--- config.mk ---
export PLATFORM = sky130hd
export DESIGN_NAME = sfx_exc_unit
export DESIGN_NICKNAME = d
export VERILOG_FILES = /design/src/pkg/sfx_pkg.sv /design/src/hdl/sfx_exc_unit.sv /design/src/hdl/sfx_lane_chk.sv
export SDC_FILE = /design/constraint.sdc
export NUM_CORES = 1
export LEC_CHECK = 0
export ABC_AREA = 1
export CORE_MARGIN = 5
export CORE_UTILIZATION = 26
export DETAILED_ROUTE_END_ITERATION = 16
export DONT_BUFFER_PORTS = 1
export MAX_ROUTING_LAYER = met4
export SLEW_MARGIN = 20
export SYNTH_ARGS = -nofsm -noshare
export SYNTH_HDL_FRONTEND = slang
export SYNTH_HIERARCHICAL = 1
export SYNTH_SLANG_ARGS = --single-unit
export TNS_END_PERCENT = 30
--- constraint.sdc ---
create_clock -name clk_i -period 5.6 [get_ports clk_i]
set_input_delay 0.84 -clock clk_i [delete_from_list [all_inputs] [get_ports clk_i]]
set_output_delay 0.84 -clock clk_i [all_outputs]
set_load 0.01 [all_outputs]
--- src/pkg/sfx_pkg.sv ---
package sfx_pkg;

    // Register byte addresses on the bus.
    localparam logic [7:0] ADR_CTRL_STATUS = 8'h00;
    localparam logic [7:0] ADR_SYS_CTRL = 8'h04;
    localparam logic [7:0] ADR_LAST_EVENT = 8'h08;

    // Exception classes and their flag positions in the control/status word.
    localparam int NEXC = 6;
    localparam int FLG_INVALID = 0;
    localparam int FLG_DENORM = 1;
    localparam int FLG_DIV_ZERO = 2;
    localparam int FLG_OVERFLOW = 3;
    localparam int FLG_UNDERFLOW = 4;
    localparam int FLG_INEXACT = 5;
    // Masks sit seven bits above the flags (invalid mask at bit 7).
    localparam int MSK_BASE = 7;
    localparam int DAZ_BIT = 6;
    localparam int FTZ_BIT = 15;
    localparam int OS_TRAP_BIT = 10;
    localparam int ST_SIMD_TRAP_BIT = 8;
    localparam int ST_UD_TRAP_BIT = 9;

    // Values after reset and writable bits.
    localparam logic [31:0] CTRL_STATUS_RST = 32'h0000_1F80;
    localparam logic [31:0] CTRL_STATUS_WMASK = 32'h0000_FFFF;
    localparam logic [31:0] SYS_CTRL_RST = 32'h0000_0000;
    localparam logic [31:0] SYS_CTRL_WMASK = 32'h0000_0400;

    // Special encodings.
    localparam logic [31:0] QNAN_IND_S = 32'hFFC0_0000;
    localparam logic [63:0] QNAN_IND_D = 64'hFFF8_0000_0000_0000;
    localparam logic [31:0] QBIT_S = 32'h0040_0000;
    localparam logic [63:0] QBIT_D = 64'h0008_0000_0000_0000;
    localparam logic [31:0] INT_INDEF = 32'h8000_0000;
    localparam logic [10:0] INT_EXP_LIM_D = 11'h41E;
    localparam logic [10:0] INT_EXP_LIM_S = 11'h09E;
    // Zero, parity and carry flags all set: unordered.
    localparam logic [2:0] NOT_COMPARABLE = 3'h7;

    // Compare predicates.
    localparam logic [2:0] PRED_EQ = 3'h0;
    localparam logic [2:0] PRED_LT = 3'h1;
    localparam logic [2:0] PRED_LE = 3'h2;
    localparam logic [2:0] PRED_UNORD = 3'h3;
    localparam logic [2:0] PRED_NEQ = 3'h4;
    localparam logic [2:0] PRED_NLT = 3'h5;
    localparam logic [2:0] PRED_NLE = 3'h6;
    localparam logic [2:0] PRED_ORD = 3'h7;

    // Instruction groups as seen by the checker.
    typedef enum logic [3:0] {
        OP_ADD, OP_SUB, OP_MUL, OP_DIV, OP_ADDSUB, OP_HADD, OP_HSUB,
        OP_SQRT, OP_MAX, OP_MIN, OP_CMP, OP_COMI, OP_CVT_FP, OP_CVT_INT,
        OP_PINT, OP_TRUNC_STORE
    } sfx_op_t;

endpackage

--- src/hdl/sfx_exc_unit.sv ---
// Operation
// - Packed integer operations never raise numeric exceptions.
// - Detect exactly six floating-point exception classes.
// - Report exceptions precisely when the instruction completes.
// - One flag and one mask per class.
// - Masks writable, flags and masks readable by software.
// - Unmasked exception with OS support raises SIMD trap.
// - Without OS support raise invalid-opcode trap instead.
// - Invalid flag bit 0, invalid mask bit 7.
// - Masked invalid result overwrites destination or flags.
// - Arithmetic with signaling NaN returns it quieted.
// - Square root of signaling NaN returns it quieted.
// - Precision conversion of signaling NaN returns it quieted.
// - Square root of negative non-zero returns indefinite.
// - Maximum or minimum with NaN returns second source.
// - NaN mask compares return zeros, some predicates ones.
// - Ordered flag compare with NaN sets not-comparable.
// - Infinity clashes and zero over zero return indefinite.
// - Bad float-to-integer conversion returns integer indefinite.
// - Unmasked invalid leaves every operand unchanged.
// - Quiet NaN raises invalid only for listed compares and integer conversion.
// - DAZ and FTZ never change invalid detection.
// - Truncating x87 integer store never raises SIMD exceptions.
// - Denormal flag bit 1, mask bit 8.
// - Divide-by-zero flag bit 2, mask bit 9.
// - Overflow flag bit 3, mask bit 10.
// - Status flag is OR of per-lane indications.
//
// The register addresses and the Wishbone slave port were decided locally.
`timescale 1ns/10ps
`default_nettype none
module sfx_exc_unit #(
    parameter int NLANE = 2
) (
    input wire logic clk_i,
    input wire logic rst_i,
    // Classic Wishbone slave.
    input wire logic cyc_i,
    input wire logic stb_i,
    input wire logic we_i,
    input wire logic [7:0] adr_i,
    input wire logic [3:0] sel_i,
    input wire logic [31:0] dat_i,
    output logic [31:0] dat_o,
    output logic ack_o,
    // Instruction from the floating-point datapath.
    input wire logic issue_valid_i,
    input wire sfx_pkg::sfx_op_t op_i,
    input wire logic dbl_i,
    input wire logic [2:0] pred_i,
    input wire logic [NLANE*64-1:0] src_a_i,
    input wire logic [NLANE*64-1:0] src_b_i,
    // Per-lane denormal, zero-divide, overflow, underflow, inexact.
    input wire logic [NLANE*5-1:0] dp_lane_exc_i,
    // Completion report.
    output logic done_o,
    output logic commit_o,
    output logic simd_fp_trap_o,
    output logic invalid_opcode_trap_o,
    output logic [NLANE-1:0] res_use_o,
    output logic [NLANE*64-1:0] res_o,
    output logic arith_flags_wr_o,
    output logic [2:0] arith_flags_o
);

    // Control/status word: flags, masks, DAZ, rounding, FTZ.
    logic [31:0] simd_fp_ctrl_status;
    // System control word; only the OS support bit is stored.
    logic [31:0] system_control_reg;
    // Outcome of the last completed instruction.
    logic [31:0] last_event;
    // Bus acknowledge and registered read data.
    logic ack_q;
    logic [31:0] rd_q;

    // Lane outputs.
    logic [NLANE-1:0] lane_inv;
    logic [NLANE-1:0] lane_fix;
    logic [NLANE-1:0] lane_unord;
    logic [NLANE*64-1:0] lane_res;

    // One checker per lane.
    genvar gl;
    generate
        for (gl = 0; gl < NLANE; gl++) begin : g_lane
            sfx_lane_chk #(
                .LANE_IDX(gl)
            ) u_lane (
                .op_i(op_i),
                .dbl_i(dbl_i),
                .pred_i(pred_i),
                .a_i(src_a_i[gl*64 +: 64]),
                .b_i(src_b_i[gl*64 +: 64]),
                .inv_o(lane_inv[gl]),
                .fix_o(lane_fix[gl]),
                .unord_o(lane_unord[gl]),
                .res_o(lane_res[gl*64 +: 64])
            );
        end
    endgenerate

    // OR of the datapath's lane indications for the other five classes.
    logic [4:0] dp_any;
    always_comb begin
        dp_any = 5'h0;
        for (int i = 0; i < NLANE; i++) begin
            dp_any = dp_any | dp_lane_exc_i[i*5 +: 5];
        end
    end

    // Integer and x87 store groups cannot raise anything here.
    wire no_fp_exc = (op_i == sfx_pkg::OP_PINT)
                   | (op_i == sfx_pkg::OP_TRUNC_STORE);
    // Six classes: invalid in bit 0, then denormal, zero-divide, etc.
    wire [5:0] exc_vec = no_fp_exc ? 6'h0
        : {dp_any, |lane_inv};
    wire [5:0] exc_set = issue_valid_i ? exc_vec : 6'h0;
    wire [5:0] masks = simd_fp_ctrl_status[sfx_pkg::MSK_BASE +: sfx_pkg::NEXC];
    wire [5:0] unmasked = exc_vec & ~masks;
    wire trap_any = |unmasked;
    wire os_support = system_control_reg[sfx_pkg::OS_TRAP_BIT];

    // Bus decode. Writes land on the edge at which the master sees ack.
    wire bus_req = cyc_i & stb_i;
    wire wr_fire = bus_req & we_i & ack_q;
    wire hit_cs = adr_i == sfx_pkg::ADR_CTRL_STATUS;
    wire hit_sys = adr_i == sfx_pkg::ADR_SYS_CTRL;
    wire hit_ev = adr_i == sfx_pkg::ADR_LAST_EVENT;
    wire [31:0] byte_en = {{8{sel_i[3]}}, {8{sel_i[2]}},
                           {8{sel_i[1]}}, {8{sel_i[0]}}};
    wire [31:0] cs_wm = byte_en & sfx_pkg::CTRL_STATUS_WMASK;
    wire [31:0] sys_wm = byte_en & sfx_pkg::SYS_CTRL_WMASK;
    // Unmapped addresses read as zero; writes to them are dropped.
    wire [31:0] rd_mux = hit_cs ? simd_fp_ctrl_status
                       : hit_sys ? system_control_reg
                       : hit_ev ? last_event : 32'h0;

    // Software write first, hardware flag set over it, so a set in the
    // same cycle as a clear is kept.
    wire [31:0] cs_after_wr = (wr_fire & hit_cs)
        ? ((simd_fp_ctrl_status & ~cs_wm) | (dat_i & cs_wm))
        : simd_fp_ctrl_status;
    wire [31:0] next_ctrl_status = cs_after_wr
                                 | {26'h0, exc_set};
    wire [31:0] next_sys_ctrl = (wr_fire & hit_sys)
        ? ((system_control_reg & ~sys_wm) | (dat_i & sys_wm))
        : system_control_reg;

    // Bus handshake: ack one cycle after the request, then low once.
    always_ff @(posedge clk_i) begin
        if (rst_i) begin
            ack_q <= 1'b0;
            rd_q <= 32'h0;
        end else begin
            ack_q <= bus_req & ~ack_q;
            if (bus_req & ~ack_q) begin
                rd_q <= rd_mux;
            end
        end
    end

    assign ack_o = ack_q;
    assign dat_o = rd_q;

    // Architectural registers.
    always_ff @(posedge clk_i) begin
        if (rst_i) begin
            simd_fp_ctrl_status <= sfx_pkg::CTRL_STATUS_RST;
            system_control_reg <= sfx_pkg::SYS_CTRL_RST;
        end else begin
            simd_fp_ctrl_status <= next_ctrl_status;
            system_control_reg <= next_sys_ctrl;
        end
    end

    // Completion stage: one cycle after issue the verdict is out, and
    // nothing later has been committed because commit waits for it.
    always_ff @(posedge clk_i) begin
        if (rst_i) begin
            done_o <= 1'b0;
            commit_o <= 1'b0;
            simd_fp_trap_o <= 1'b0;
            invalid_opcode_trap_o <= 1'b0;
            res_use_o <= '0;
            res_o <= '0;
            arith_flags_wr_o <= 1'b0;
            arith_flags_o <= 3'h0;
            last_event <= 32'h0;
        end else begin
            done_o <= issue_valid_i;
            commit_o <= issue_valid_i & ~trap_any;
            simd_fp_trap_o <= issue_valid_i & trap_any
                            & os_support;
            invalid_opcode_trap_o <= issue_valid_i & trap_any
                                   & ~os_support;
            // A trap leaves the destination alone.
            res_use_o <= (issue_valid_i & ~trap_any)
                       ? lane_fix : '0;
            res_o <= lane_res;
            arith_flags_wr_o <= issue_valid_i & ~trap_any
                              & (op_i == sfx_pkg::OP_COMI)
                              & lane_unord[0];
            arith_flags_o <= sfx_pkg::NOT_COMPARABLE;
            if (issue_valid_i) begin
                last_event <= {22'h0, trap_any & ~os_support,
                               trap_any & os_support, 2'h0, exc_vec};
            end
        end
    end
endmodule // sfx_exc_unit
`default_nettype wire

--- src/hdl/sfx_lane_chk.sv ---
`timescale 1ns/10ps
`default_nettype none
// Invalid-operation check and masked result for one 64-bit lane.
// Single precision lives in the low 32 bits of the lane.
module sfx_lane_chk #(
    parameter int LANE_IDX = 0
) (
    input wire sfx_pkg::sfx_op_t op_i,
    input wire logic dbl_i,
    input wire logic [2:0] pred_i,
    input wire logic [63:0] a_i,
    input wire logic [63:0] b_i,
    output logic inv_o,
    output logic fix_o,
    output logic unord_o,
    output logic [63:0] res_o
);

    // Class bits {snan, qnan, inf, zero, neg} from raw operand bits.
    function automatic logic [4:0] cls(input logic [63:0] v, input logic d);
        logic eall;
        logic ezero;
        logic mz;
        logic qb;
        eall = d ? &v[62:52] : &v[30:23];
        ezero = d ? ~|v[62:52] : ~|v[30:23];
        mz = d ? ~|v[51:0] : ~|v[22:0];
        qb = d ? v[51] : v[22];
        cls = {eall & ~mz & ~qb, eall & ~mz & qb, eall & mz, ezero & mz,
               d ? v[63] : v[31]};
    endfunction

    // Signaling NaN turned quiet in its own format.
    function automatic logic [63:0] quiet(input logic [63:0] v,
                                          input logic d);
        quiet = d ? (v | sfx_pkg::QBIT_D) : {32'h0, v[31:0] | sfx_pkg::QBIT_S};
    endfunction

    // Raw bits are classified, so DAZ and FTZ never change detection.
    wire [4:0] ca = cls(a_i, dbl_i);
    wire [4:0] cb = cls(b_i, dbl_i);
    wire snan_a = ca[4];
    wire snan_b = cb[4];
    wire nan_a = ca[4] | ca[3];
    wire nan_b = cb[4] | cb[3];
    wire inf_a = ca[2];
    wire inf_b = cb[2];
    wire zero_a = ca[1];
    wire zero_b = cb[1];
    wire neg_a = ca[0];
    wire neg_b = cb[0];
    wire any_snan = snan_a | snan_b;
    wire any_nan = nan_a | nan_b;
    wire [63:0] snan_src = quiet(snan_a ? a_i : b_i, dbl_i);
    wire [63:0] indef = dbl_i ? sfx_pkg::QNAN_IND_D
                              : {32'h0, sfx_pkg::QNAN_IND_S};
    wire [63:0] all_ones = dbl_i ? 64'hFFFF_FFFF_FFFF_FFFF
                                 : 64'h0000_0000_FFFF_FFFF;
    // Alternating add/subtract subtracts in even lanes.
    wire eff_sub = (op_i == sfx_pkg::OP_SUB) | (op_i == sfx_pkg::OP_HSUB)
                 | ((op_i == sfx_pkg::OP_ADDSUB) & (LANE_IDX % 2 == 0));
    wire inf_clash = inf_a & inf_b & (neg_a ^ neg_b ^ eff_sub);
    // Integer conversion range test on the exponent field.
    wire [10:0] exp_a = dbl_i ? a_i[62:52] : {3'h0, a_i[30:23]};
    wire [10:0] exp_lim = dbl_i ? sfx_pkg::INT_EXP_LIM_D
                                : sfx_pkg::INT_EXP_LIM_S;
    wire mz_a = dbl_i ? ~|a_i[51:0] : ~|a_i[22:0];
    wire out_range = (exp_a > exp_lim) | ((exp_a == exp_lim) & ~(neg_a & mz_a));
    // Quiet NaNs trap only for ordered compares, the relational masks and integer conversion.
    wire qnan_traps = (pred_i == sfx_pkg::PRED_LT) | (pred_i == sfx_pkg::PRED_LE)
                    | (pred_i == sfx_pkg::PRED_NLT)
                    | (pred_i == sfx_pkg::PRED_NLE);
    wire cmp_ones = (pred_i == sfx_pkg::PRED_NEQ)
                  | (pred_i == sfx_pkg::PRED_UNORD)
                  | (pred_i == sfx_pkg::PRED_NLT)
                  | (pred_i == sfx_pkg::PRED_NLE);

    assign unord_o = any_nan;

    // Per-group detection and the value that replaces the result.
    always_comb begin
        inv_o = 1'b0;
        fix_o = 1'b0;
        res_o = 64'h0;
        case (op_i)
            sfx_pkg::OP_ADD, sfx_pkg::OP_SUB, sfx_pkg::OP_ADDSUB,
            sfx_pkg::OP_HADD, sfx_pkg::OP_HSUB: begin
                inv_o = any_snan | inf_clash;
                res_o = any_snan ? snan_src : indef;
                fix_o = inv_o;
            end
            sfx_pkg::OP_MUL: begin
                inv_o = any_snan | (inf_a & zero_b) | (zero_a & inf_b);
                res_o = any_snan ? snan_src : indef;
                fix_o = inv_o;
            end
            sfx_pkg::OP_DIV: begin
                inv_o = any_snan | (zero_a & zero_b) | (inf_a & inf_b);
                res_o = any_snan ? snan_src : indef;
                fix_o = inv_o;
            end
            sfx_pkg::OP_SQRT: begin
                inv_o = snan_a | (neg_a & ~zero_a & ~nan_a);
                res_o = snan_a ? quiet(a_i, dbl_i) : indef;
                fix_o = inv_o;
            end
            sfx_pkg::OP_MAX, sfx_pkg::OP_MIN: begin
                // Any NaN returns the second source; only a signaling one
                // raises the flag.
                inv_o = any_snan;
                res_o = b_i;
                fix_o = any_nan;
            end
            sfx_pkg::OP_CMP: begin
                inv_o = any_snan | (any_nan & qnan_traps);
                res_o = cmp_ones ? all_ones : 64'h0;
                fix_o = any_nan;
            end
            sfx_pkg::OP_COMI: begin
                // Flags instead of a destination value.
                inv_o = any_nan;
                fix_o = 1'b0;
            end
            sfx_pkg::OP_CVT_FP: begin
                // dbl_i names the source format; result is the other one.
                inv_o = snan_a;
                res_o = dbl_i ? {32'h0, a_i[63], 8'hFF,
                                 a_i[51:29] | 23'h40_0000}
                              : {a_i[31], 11'h7FF,
                                 a_i[22:0] | 23'h40_0000, 29'h0};
                fix_o = inv_o;
            end
            sfx_pkg::OP_CVT_INT: begin
                inv_o = nan_a | inf_a | out_range;
                res_o = {32'h0, sfx_pkg::INT_INDEF};
                fix_o = inv_o;
            end
            default: begin
                // Packed integer and the x87 truncating store never flag.
                inv_o = 1'b0;
            end
        endcase
    end

endmodule // sfx_lane_chk
`default_nettype wire

# Word-level counts from Yosys, hierarchy flattened
# Index checks and enable logic that the tools add are counted.
[totals]
elab_cells = 265
out_inout_bits = 171
ram_bits = 0
latchBits = 0
romBits = 0
register_bits = 243
memories = 0
input_bits = 324
[classes]
shifts = 0
div_mod_pow = 0
reduce_logical = 49
n_mux = 51
n_eq_ne = 25
n_mul = 0
order_cmp = 2
n_addsub = 0
bitwise_logic = 125
[ops]
columns = ["op", "count"]
rows = [
  ["2-to-1 mux 64 bit", 15],
  ["case mux 64 bit (6 select lines)", 2],
  ["OR reduction 52 bit", 4],
  ["2-to-1 mux 32 bit", 3],
  ["OR reduction 23 bit", 4],
  ["bitwise AND 32 bit", 2],
  ["bitwise OR 32 bit", 2],
  ["bitwise AND 1 bit", 54],
  ["AND reduction 11 bit", 4],
  ["OR reduction 11 bit", 4],
  ["bitwise OR 1 bit", 37],
  ["2-to-1 mux 11 bit", 3],
  ["bitwise AND 32 x 11 -> 32 bit", 1],
  ["bitwise AND 32 x 16 -> 32 bit", 1],
  ["equality test 4 bit, second input constant", 8],
  ["inverter 11 -> 32 bit", 1],
  ["inverter 16 -> 32 bit", 1],
  ["bitwise OR 32 x 6 -> 32 bit", 1],
  ["AND reduction 8 bit", 4],
  ["OR reduction 8 bit", 4],
  ["equality test 11 bit", 2],
  ["> comparator 11 bit", 2],
  ["2-to-1 mux 1 bit", 20],
  ["inverter 1 bit", 18],
  ["25 further kinds", 55],
]

# Longest topological paths before layout
[depth]
word_depth = 19
mapped_depth = 23
depth_no_buf = 22

# Hierarchy
# The synthesis kept the hierarchy.
[by_module_without_submodules]
columns = ["module", "cells_each", "seq_area_each_um2", "area_per_inst_um2", "instances"]
rows = [
  ["sfx_exc_unit", 748, 3563.4, 5949.5, 1],
  ["sfx_lane_chk at g_lane[1].u_lane", 701, 0.0, 3440.8, 1],
  ["sfx_lane_chk at g_lane[0].u_lane", 715, 0.0, 3424.5, 1],
]

# Worst setup path after synthesis
# OpenSTA, ideal clock, no wires.
[synth_path]
path_type = "input port to flip-flop"
startpoint = "in dbl_i"
endpoint = "reg last_event[8]"
required_time_ns = 5.486
cell_stages = 20
setup_slack_ns = 2.850
arrival_time_ns = 2.637
n_path_buf = 3
path_cell_list = "buf_4 -> buf_6 -> buf_2 -> nand2_1 -> nand3_1 -> or2_2 -> nor2_1 -> o21ai_0 -> nand2_1 -> nand3_1 -> nor2_1 -> nand2_1 -> inv_1 -> nand2_1 -> nand3b_1 -> nand2_1 -> nor2_1 -> nand2_1 -> nand2_1 -> nand2_1"
[synth_between]
elab_chain_cells = 14
[synth_lines]
columns = ["element", "line", "text"]
rows = [
  ["start: declaration", "sfx_exc_unit.sv:49", "input wire logic dbl_i,"],
  ["branches (longest 8 deep; another with > comparator 11 bit)", "-", ""],
  ["case mux 1 bit (9 select lines) *", "sfx_lane_chk.sv:85", "case (op_i)"],
  ["net lane_inv[0]", "sfx_exc_unit.sv:77", "logic [NLANE-1:0] lane_inv;"],
  ["OR reduction 2 bit *", "sfx_exc_unit.sv:116", ": {dp_any, |lane_inv};"],
  ["2-to-1 mux 6 bit *", "sfx_exc_unit.sv:115", "wire [5:0] exc_vec = no_fp_exc ? 6'h0"],
  ["bitwise AND 6 bit *", "sfx_exc_unit.sv:119", "wire [5:0] unmasked = exc_vec & ~masks;"],
  ["OR reduction 6 bit *", "sfx_exc_unit.sv:120", "wire trap_any = |unmasked;"],
  ["bitwise AND 1 bit *", "sfx_exc_unit.sv:206", "trap_any & os_support, 2'h0, exc_vec};"],
  ["end signal: assignment", "sfx_exc_unit.sv:205", "last_event <= {22'h0, trap_any & ~os_support,"],
  ["end: declaration", "sfx_exc_unit.sv:71", "logic [31:0] last_event;"],
]
# Mark *: on every way through the listed nets, which the timed path passes.
# A chain may end at the register's enable or synchronous reset.

# Final worst setup path
[layout_path]
startpoint = "in src_a_i[84]"
endpoint = "reg arith_flags_wr_o"
[layout_between]
elab_chain_cells = 19
[layout_lines]
columns = ["element", "line", "text"]
rows = [
  ["start: declaration", "sfx_exc_unit.sv:51", "input wire logic [NLANE*64-1:0] src_a_i,"],
  ["OR reduction 52 bit / OR reduction 23 bit (equally long branches)", "sfx_lane_chk.sv:27, sfx_lane_chk.sv:67", ""],
  ["zero test 1 bit", "sfx_lane_chk.sv:27, sfx_lane_chk.sv:67", ""],
  ["2-to-1 mux 1 bit *", "sfx_lane_chk.sv:27, sfx_lane_chk.sv:67", ""],
  ["inverter 1 bit", "sfx_lane_chk.sv:29", "cls = {eall & ~mz & ~qb, eall & ~mz & qb, eall & mz, ezero & mz,"],
  ["bitwise AND 1 bit (2 in a row)", "sfx_lane_chk.sv:29", ""],
  ["bitwise OR 1 bit", "sfx_lane_chk.sv:44", "wire nan_a = ca[4] | ca[3];"],
  ["bitwise OR 1 bit / inverter 1 bit (equally long branches)", "sfx_lane_chk.sv:53, sfx_lane_chk.sv:103", ""],
  ["bitwise AND 1 bit (on tied branches)", "sfx_lane_chk.sv:115, sfx_lane_chk.sv:103", ""],
  ["(+2 left out)", "-", ""],
  ["net lane_inv[1]", "sfx_exc_unit.sv:77", ""],
  ["OR reduction 2 bit *", "sfx_exc_unit.sv:116", ""],
  ["2-to-1 mux 6 bit *", "sfx_exc_unit.sv:115", ""],
  ["bitwise AND 6 bit *", "sfx_exc_unit.sv:119", ""],
  ["OR reduction 6 bit *", "sfx_exc_unit.sv:120", ""],
  ["inverter 1 bit *", "sfx_exc_unit.sv:200", "arith_flags_wr_o <= issue_valid_i & ~trap_any"],
  ["bitwise AND 1 bit *", "sfx_exc_unit.sv:200", ""],
  ["bitwise AND 1 bit *", "sfx_exc_unit.sv:201", "& (op_i == sfx_pkg::OP_COMI)"],
  ["bitwise AND 1 bit *", "sfx_exc_unit.sv:202", "& lane_unord[0];"],
  ["end signal: assignment", "sfx_exc_unit.sv:200", ""],
  ["end: declaration", "sfx_exc_unit.sv:62", "output logic arith_flags_wr_o,"],
]
# Mark *: on every way through the listed nets, which the timed path passes. The rest lies on a longest branch.

==> results by group <==
Finish
  – Share of cells above drive strength 1: 4.56%
  – Nets: 2,422
  – Utilization after layout: 28.1%
  – Area Overhead vs Synth: 7.19%
  – ANT cells: 0

Clock tree
  – Inserted Clock Buffers: 17
  – H-tree Lvls: 4
  – CTS resizes: 0
  – Number of post-CTS setup repair buffers: 0
  – Clk buf depth: 2
  – Clk_lat worst skew: 0.48 ns
  – Clock root buffer: clkbuf_16
  – Clock transition at path regs: 0.07 ns
  – CTS tree: done
  – Num Clock Sinks: 178
  – Hold buffer count at CTS: 0

Hold path
  – Hold WC Path Type: reg -> reg

Timing
  – Final hold vios: 0
  – Final Skew: 0.0112 ns
  – Final critical-path required period: 3.29 ns
  – Slew @ Worst Pin: 0.952 ns
  – TNS Setup: 0 ns
  – Fmax: 0.304 GHz
  – Hold_ws: 0.464 ns
  – Setup Viol. Count Final: 0
  – RSZ-0062 raised after global routing: false
  – Slew margin rel.: 36.5%
  – Count of pins over their slew limit: 0
  – Fin crit share: 58.7%

Routing
  – Final wirelength: 53,300 um
  – Antenna violation net count after detailed routing: 0
  – Initial DRC Count: 1,403
  – Via Count: 13,800
  – Drt pass-1 iters: 6
  – DRC viols: 0
  – Routed WL per cell: 19.3 um
  – DR vias/cell: 5.01

Synth
  – YS warnings: 6
  – Synth area leader: dfxtp_1
  – Main combinational cell family by area after synthesis: simple AND/OR/NAND/NOR gates
  – Post-synth EDFFs: 0
  – Cell area after synthesis: 12,800 sq um
  – #FFs+latches synth: 178
  – Post-synthesis simple-gate area fraction: 37.1%
  – Mean Syn Cell Area: 5.92 sq um
  – Post-Synth Adder-Cell Area: 0.781%
  – Cell count after synthesis: 2,164
  – FFs w/ async S/R, synth: 0%
  – Synth top area share: 27.8%
  – Xor and xnor area share after synthesis: 0.273%
  – Top cells by area, synth: dfxtp_1 28%, nand2_1 16%, nor2_1 11%
  – Compound-cell area share of the yosys netlist: 18.3%
  – Synth cell types: 46
  – Mux cell area share after synthesis: 0%
  – Most used DFF post-synth: dfxtp_1
  – Sequential fraction of the synthesis area: 27.8%

Global route
  – Gr ovfl total: 0
  – First-pass GRT wire length: 78,500 um
  – Gr usage total: 19.3%
  – Initial antenna violation count: 0
  – Largest net degree at the start of global routing: 147
  – Vias in the first global route: 12,800

Place
  – Number of I/O port buffers: 0
  – GP Congestion: 0.949
  – HPWL after DPL: 41,100 um

Job
  – Total of max-cap violations: 0

Critical path
  – Worst Path Class, Setup: in -> reg
  – Worst reg2reg setup slack: 4.05 ns
  – Worst EP arrival: 3.70 ns
  – Critical path fanouts, max: 40
  – CP startpoint kind: input pin
  – Worst Path Required: 6.01 ns
  – Endpoint class of the critical path: flop

Die
  – Starting Density: 26.2%
  – Die Wd: 232 um
  – Die Ht: 232 um
  – DIE AREA: 53,800 sq um
  – Core area: 48,800 sq um
  – Core Rows: 81
  – I/O pin total: 495

Power
  – Lkg Pwr: 6.00 nW
  – Power density over the cells: 222 nW/um^2
  – Worst VDD drop: 0.000195 V

Outcome
  – Status: complete, no violations
-- cells by family after synthesis --
family          Yosys count
flops                   178
other cells               1
xor+xnor                  4
compound gates          366
fa+ha+maj                 8
buf+inv                 468
simple gates           1139
-- placed cells by master (no fill, tap or decap), types with 7 or more instances in the layout --
cell       Yosys  final
nand2_1      537    537
nor2_1       361    360
inv_1        334    334
dfxtp_1      178    178
nand3_1      125    125
o21ai_0      103    103
o211ai_1      75     75
a21oi_1       68     68
a221oi_1      67     67
nand4_1       45     45
o21ai_1       24     24
nor3_1        22     22
clkbuf_16      0     17
conb_1         1     16
buf_4         34     13
inv_2         10     10
nand2_2       10     10
or2_2          8      8
ha_1           8      8
nand3b_1       7      7
nor2_2         8      7
-- stage by stage --
step | total power, mW | area, sq um | setup WS [ns] | std cells
finish | 3.05 | 13700 | 2.31 | 2767
floorplan | 1.72 | 12900 | 2.85 | 2179
global route | 3.21 | 13700 | 2.03 | 2767
CTS | 3.11 | 13700 | 2.31 | 2767
global placement | 1.77 | 13100 | 1.86 | 2735
detailed placement | 1.77 | 13100 | 1.78 | 2735
-- cells in the mapped netlist, types with 3 or more instances --
cell type	n
a211oi_1	5
a21oi_1	68
a221o_1	4
a221oi_1	67
a22oi_1	3
a31oi_1	3
buf_1	6
buf_2	33
buf_4	34
buf_6	6
clkbuf_1	40
dfxtp_1	178
ha_1	8
inv_1	334
inv_2	10
nand2_1	537
nand2_2	10
nand3_1	125
nand3b_1	7
nand4_1	45
nor2_1	361
nor2_2	8
nor2_4	3
nor3_1	22
o211ai_1	75
o21a_1	5
o21ai_0	103
o21ai_1	24
o21ai_2	3
o22ai_1	5
or2_1	5
or2_2	8
xor2_1	3
-- worst max-delay path: stages --
cell	delay, ns
nor2_1	0.25
nand3_1	0.12
nor2_1	0.10
nand2_1	0.07
o21ai_2	0.16
nand2_2	0.12
nand3_4	0.38
nand2_2	0.20
inv_1	0.15
nand2_1	0.06
nand2_1	0.06
nand2_1	0.05
nor2_1	0.13
nand2_1	0.07
inv_1	0.07
nand2_1	0.10
nand3b_1	0.10
nand2_1	0.07
nor2_1	0.13
nand3_1	0.25
nor2_1	0.18
-- path summary, 6_finish.rpt --
check / startpoint / to / cells past startpoint
max: src_a_i[84] / arith_flags_wr_o / 21
min: flop / dat_o[14] / 2
max reg2reg: ack_o / flop / 5
min reg2reg: flop / dat_o[14] / 2
-- power breakdown --
part           internal, mW  total, mW  switching [mW]  leakage, nW
clock                 0.717       1.31           0.593        0.310
combinational         0.135      0.369           0.234         4.24
sequential             1.32       1.38          0.0557         1.46
-- metal layers --
metal | track usage [%] | vias up | routed length, um
li1 | - | 6770 | -
met4 | 6.98 | 0 | 1620
met2 | 31.4 | 698 | 25100
met3 | 6.44 | 99 | 5800
met1 | 22.4 | 6282 | 20800
met5 | - | - | 0
-- final cells by class --
type	instances	area, sq um
Fill cell	5641	35100
Multi-Input combinational cell	1533	7310
Sequential cell	178	3560
Inverter	347	1310
Tap cell	664	831
Clock buffer	17	425
Clock inverter	15	194
Timing Repair Buffer	13	97.6
-- state kept, by name (all words and copies together) (netlist names), named ones only --
| register | cells |
|---|---|
| done_o | 1 |
| simd_fp_trap_o | 1 |
| commit_o | 1 |
| res_use_o | 2 |
| arith_flags_wr_o | 1 |
| simd_fp_ctrl_status | 6 |
| invalid_opcode_trap_o | 1 |
| dat_o | 16 |
| res_o | 128 |
| last_event | 8 |
| ack_o | 1 |
| arith_flags_o | 1 |
No activity file was read; power rests on OpenSTA's default activity.
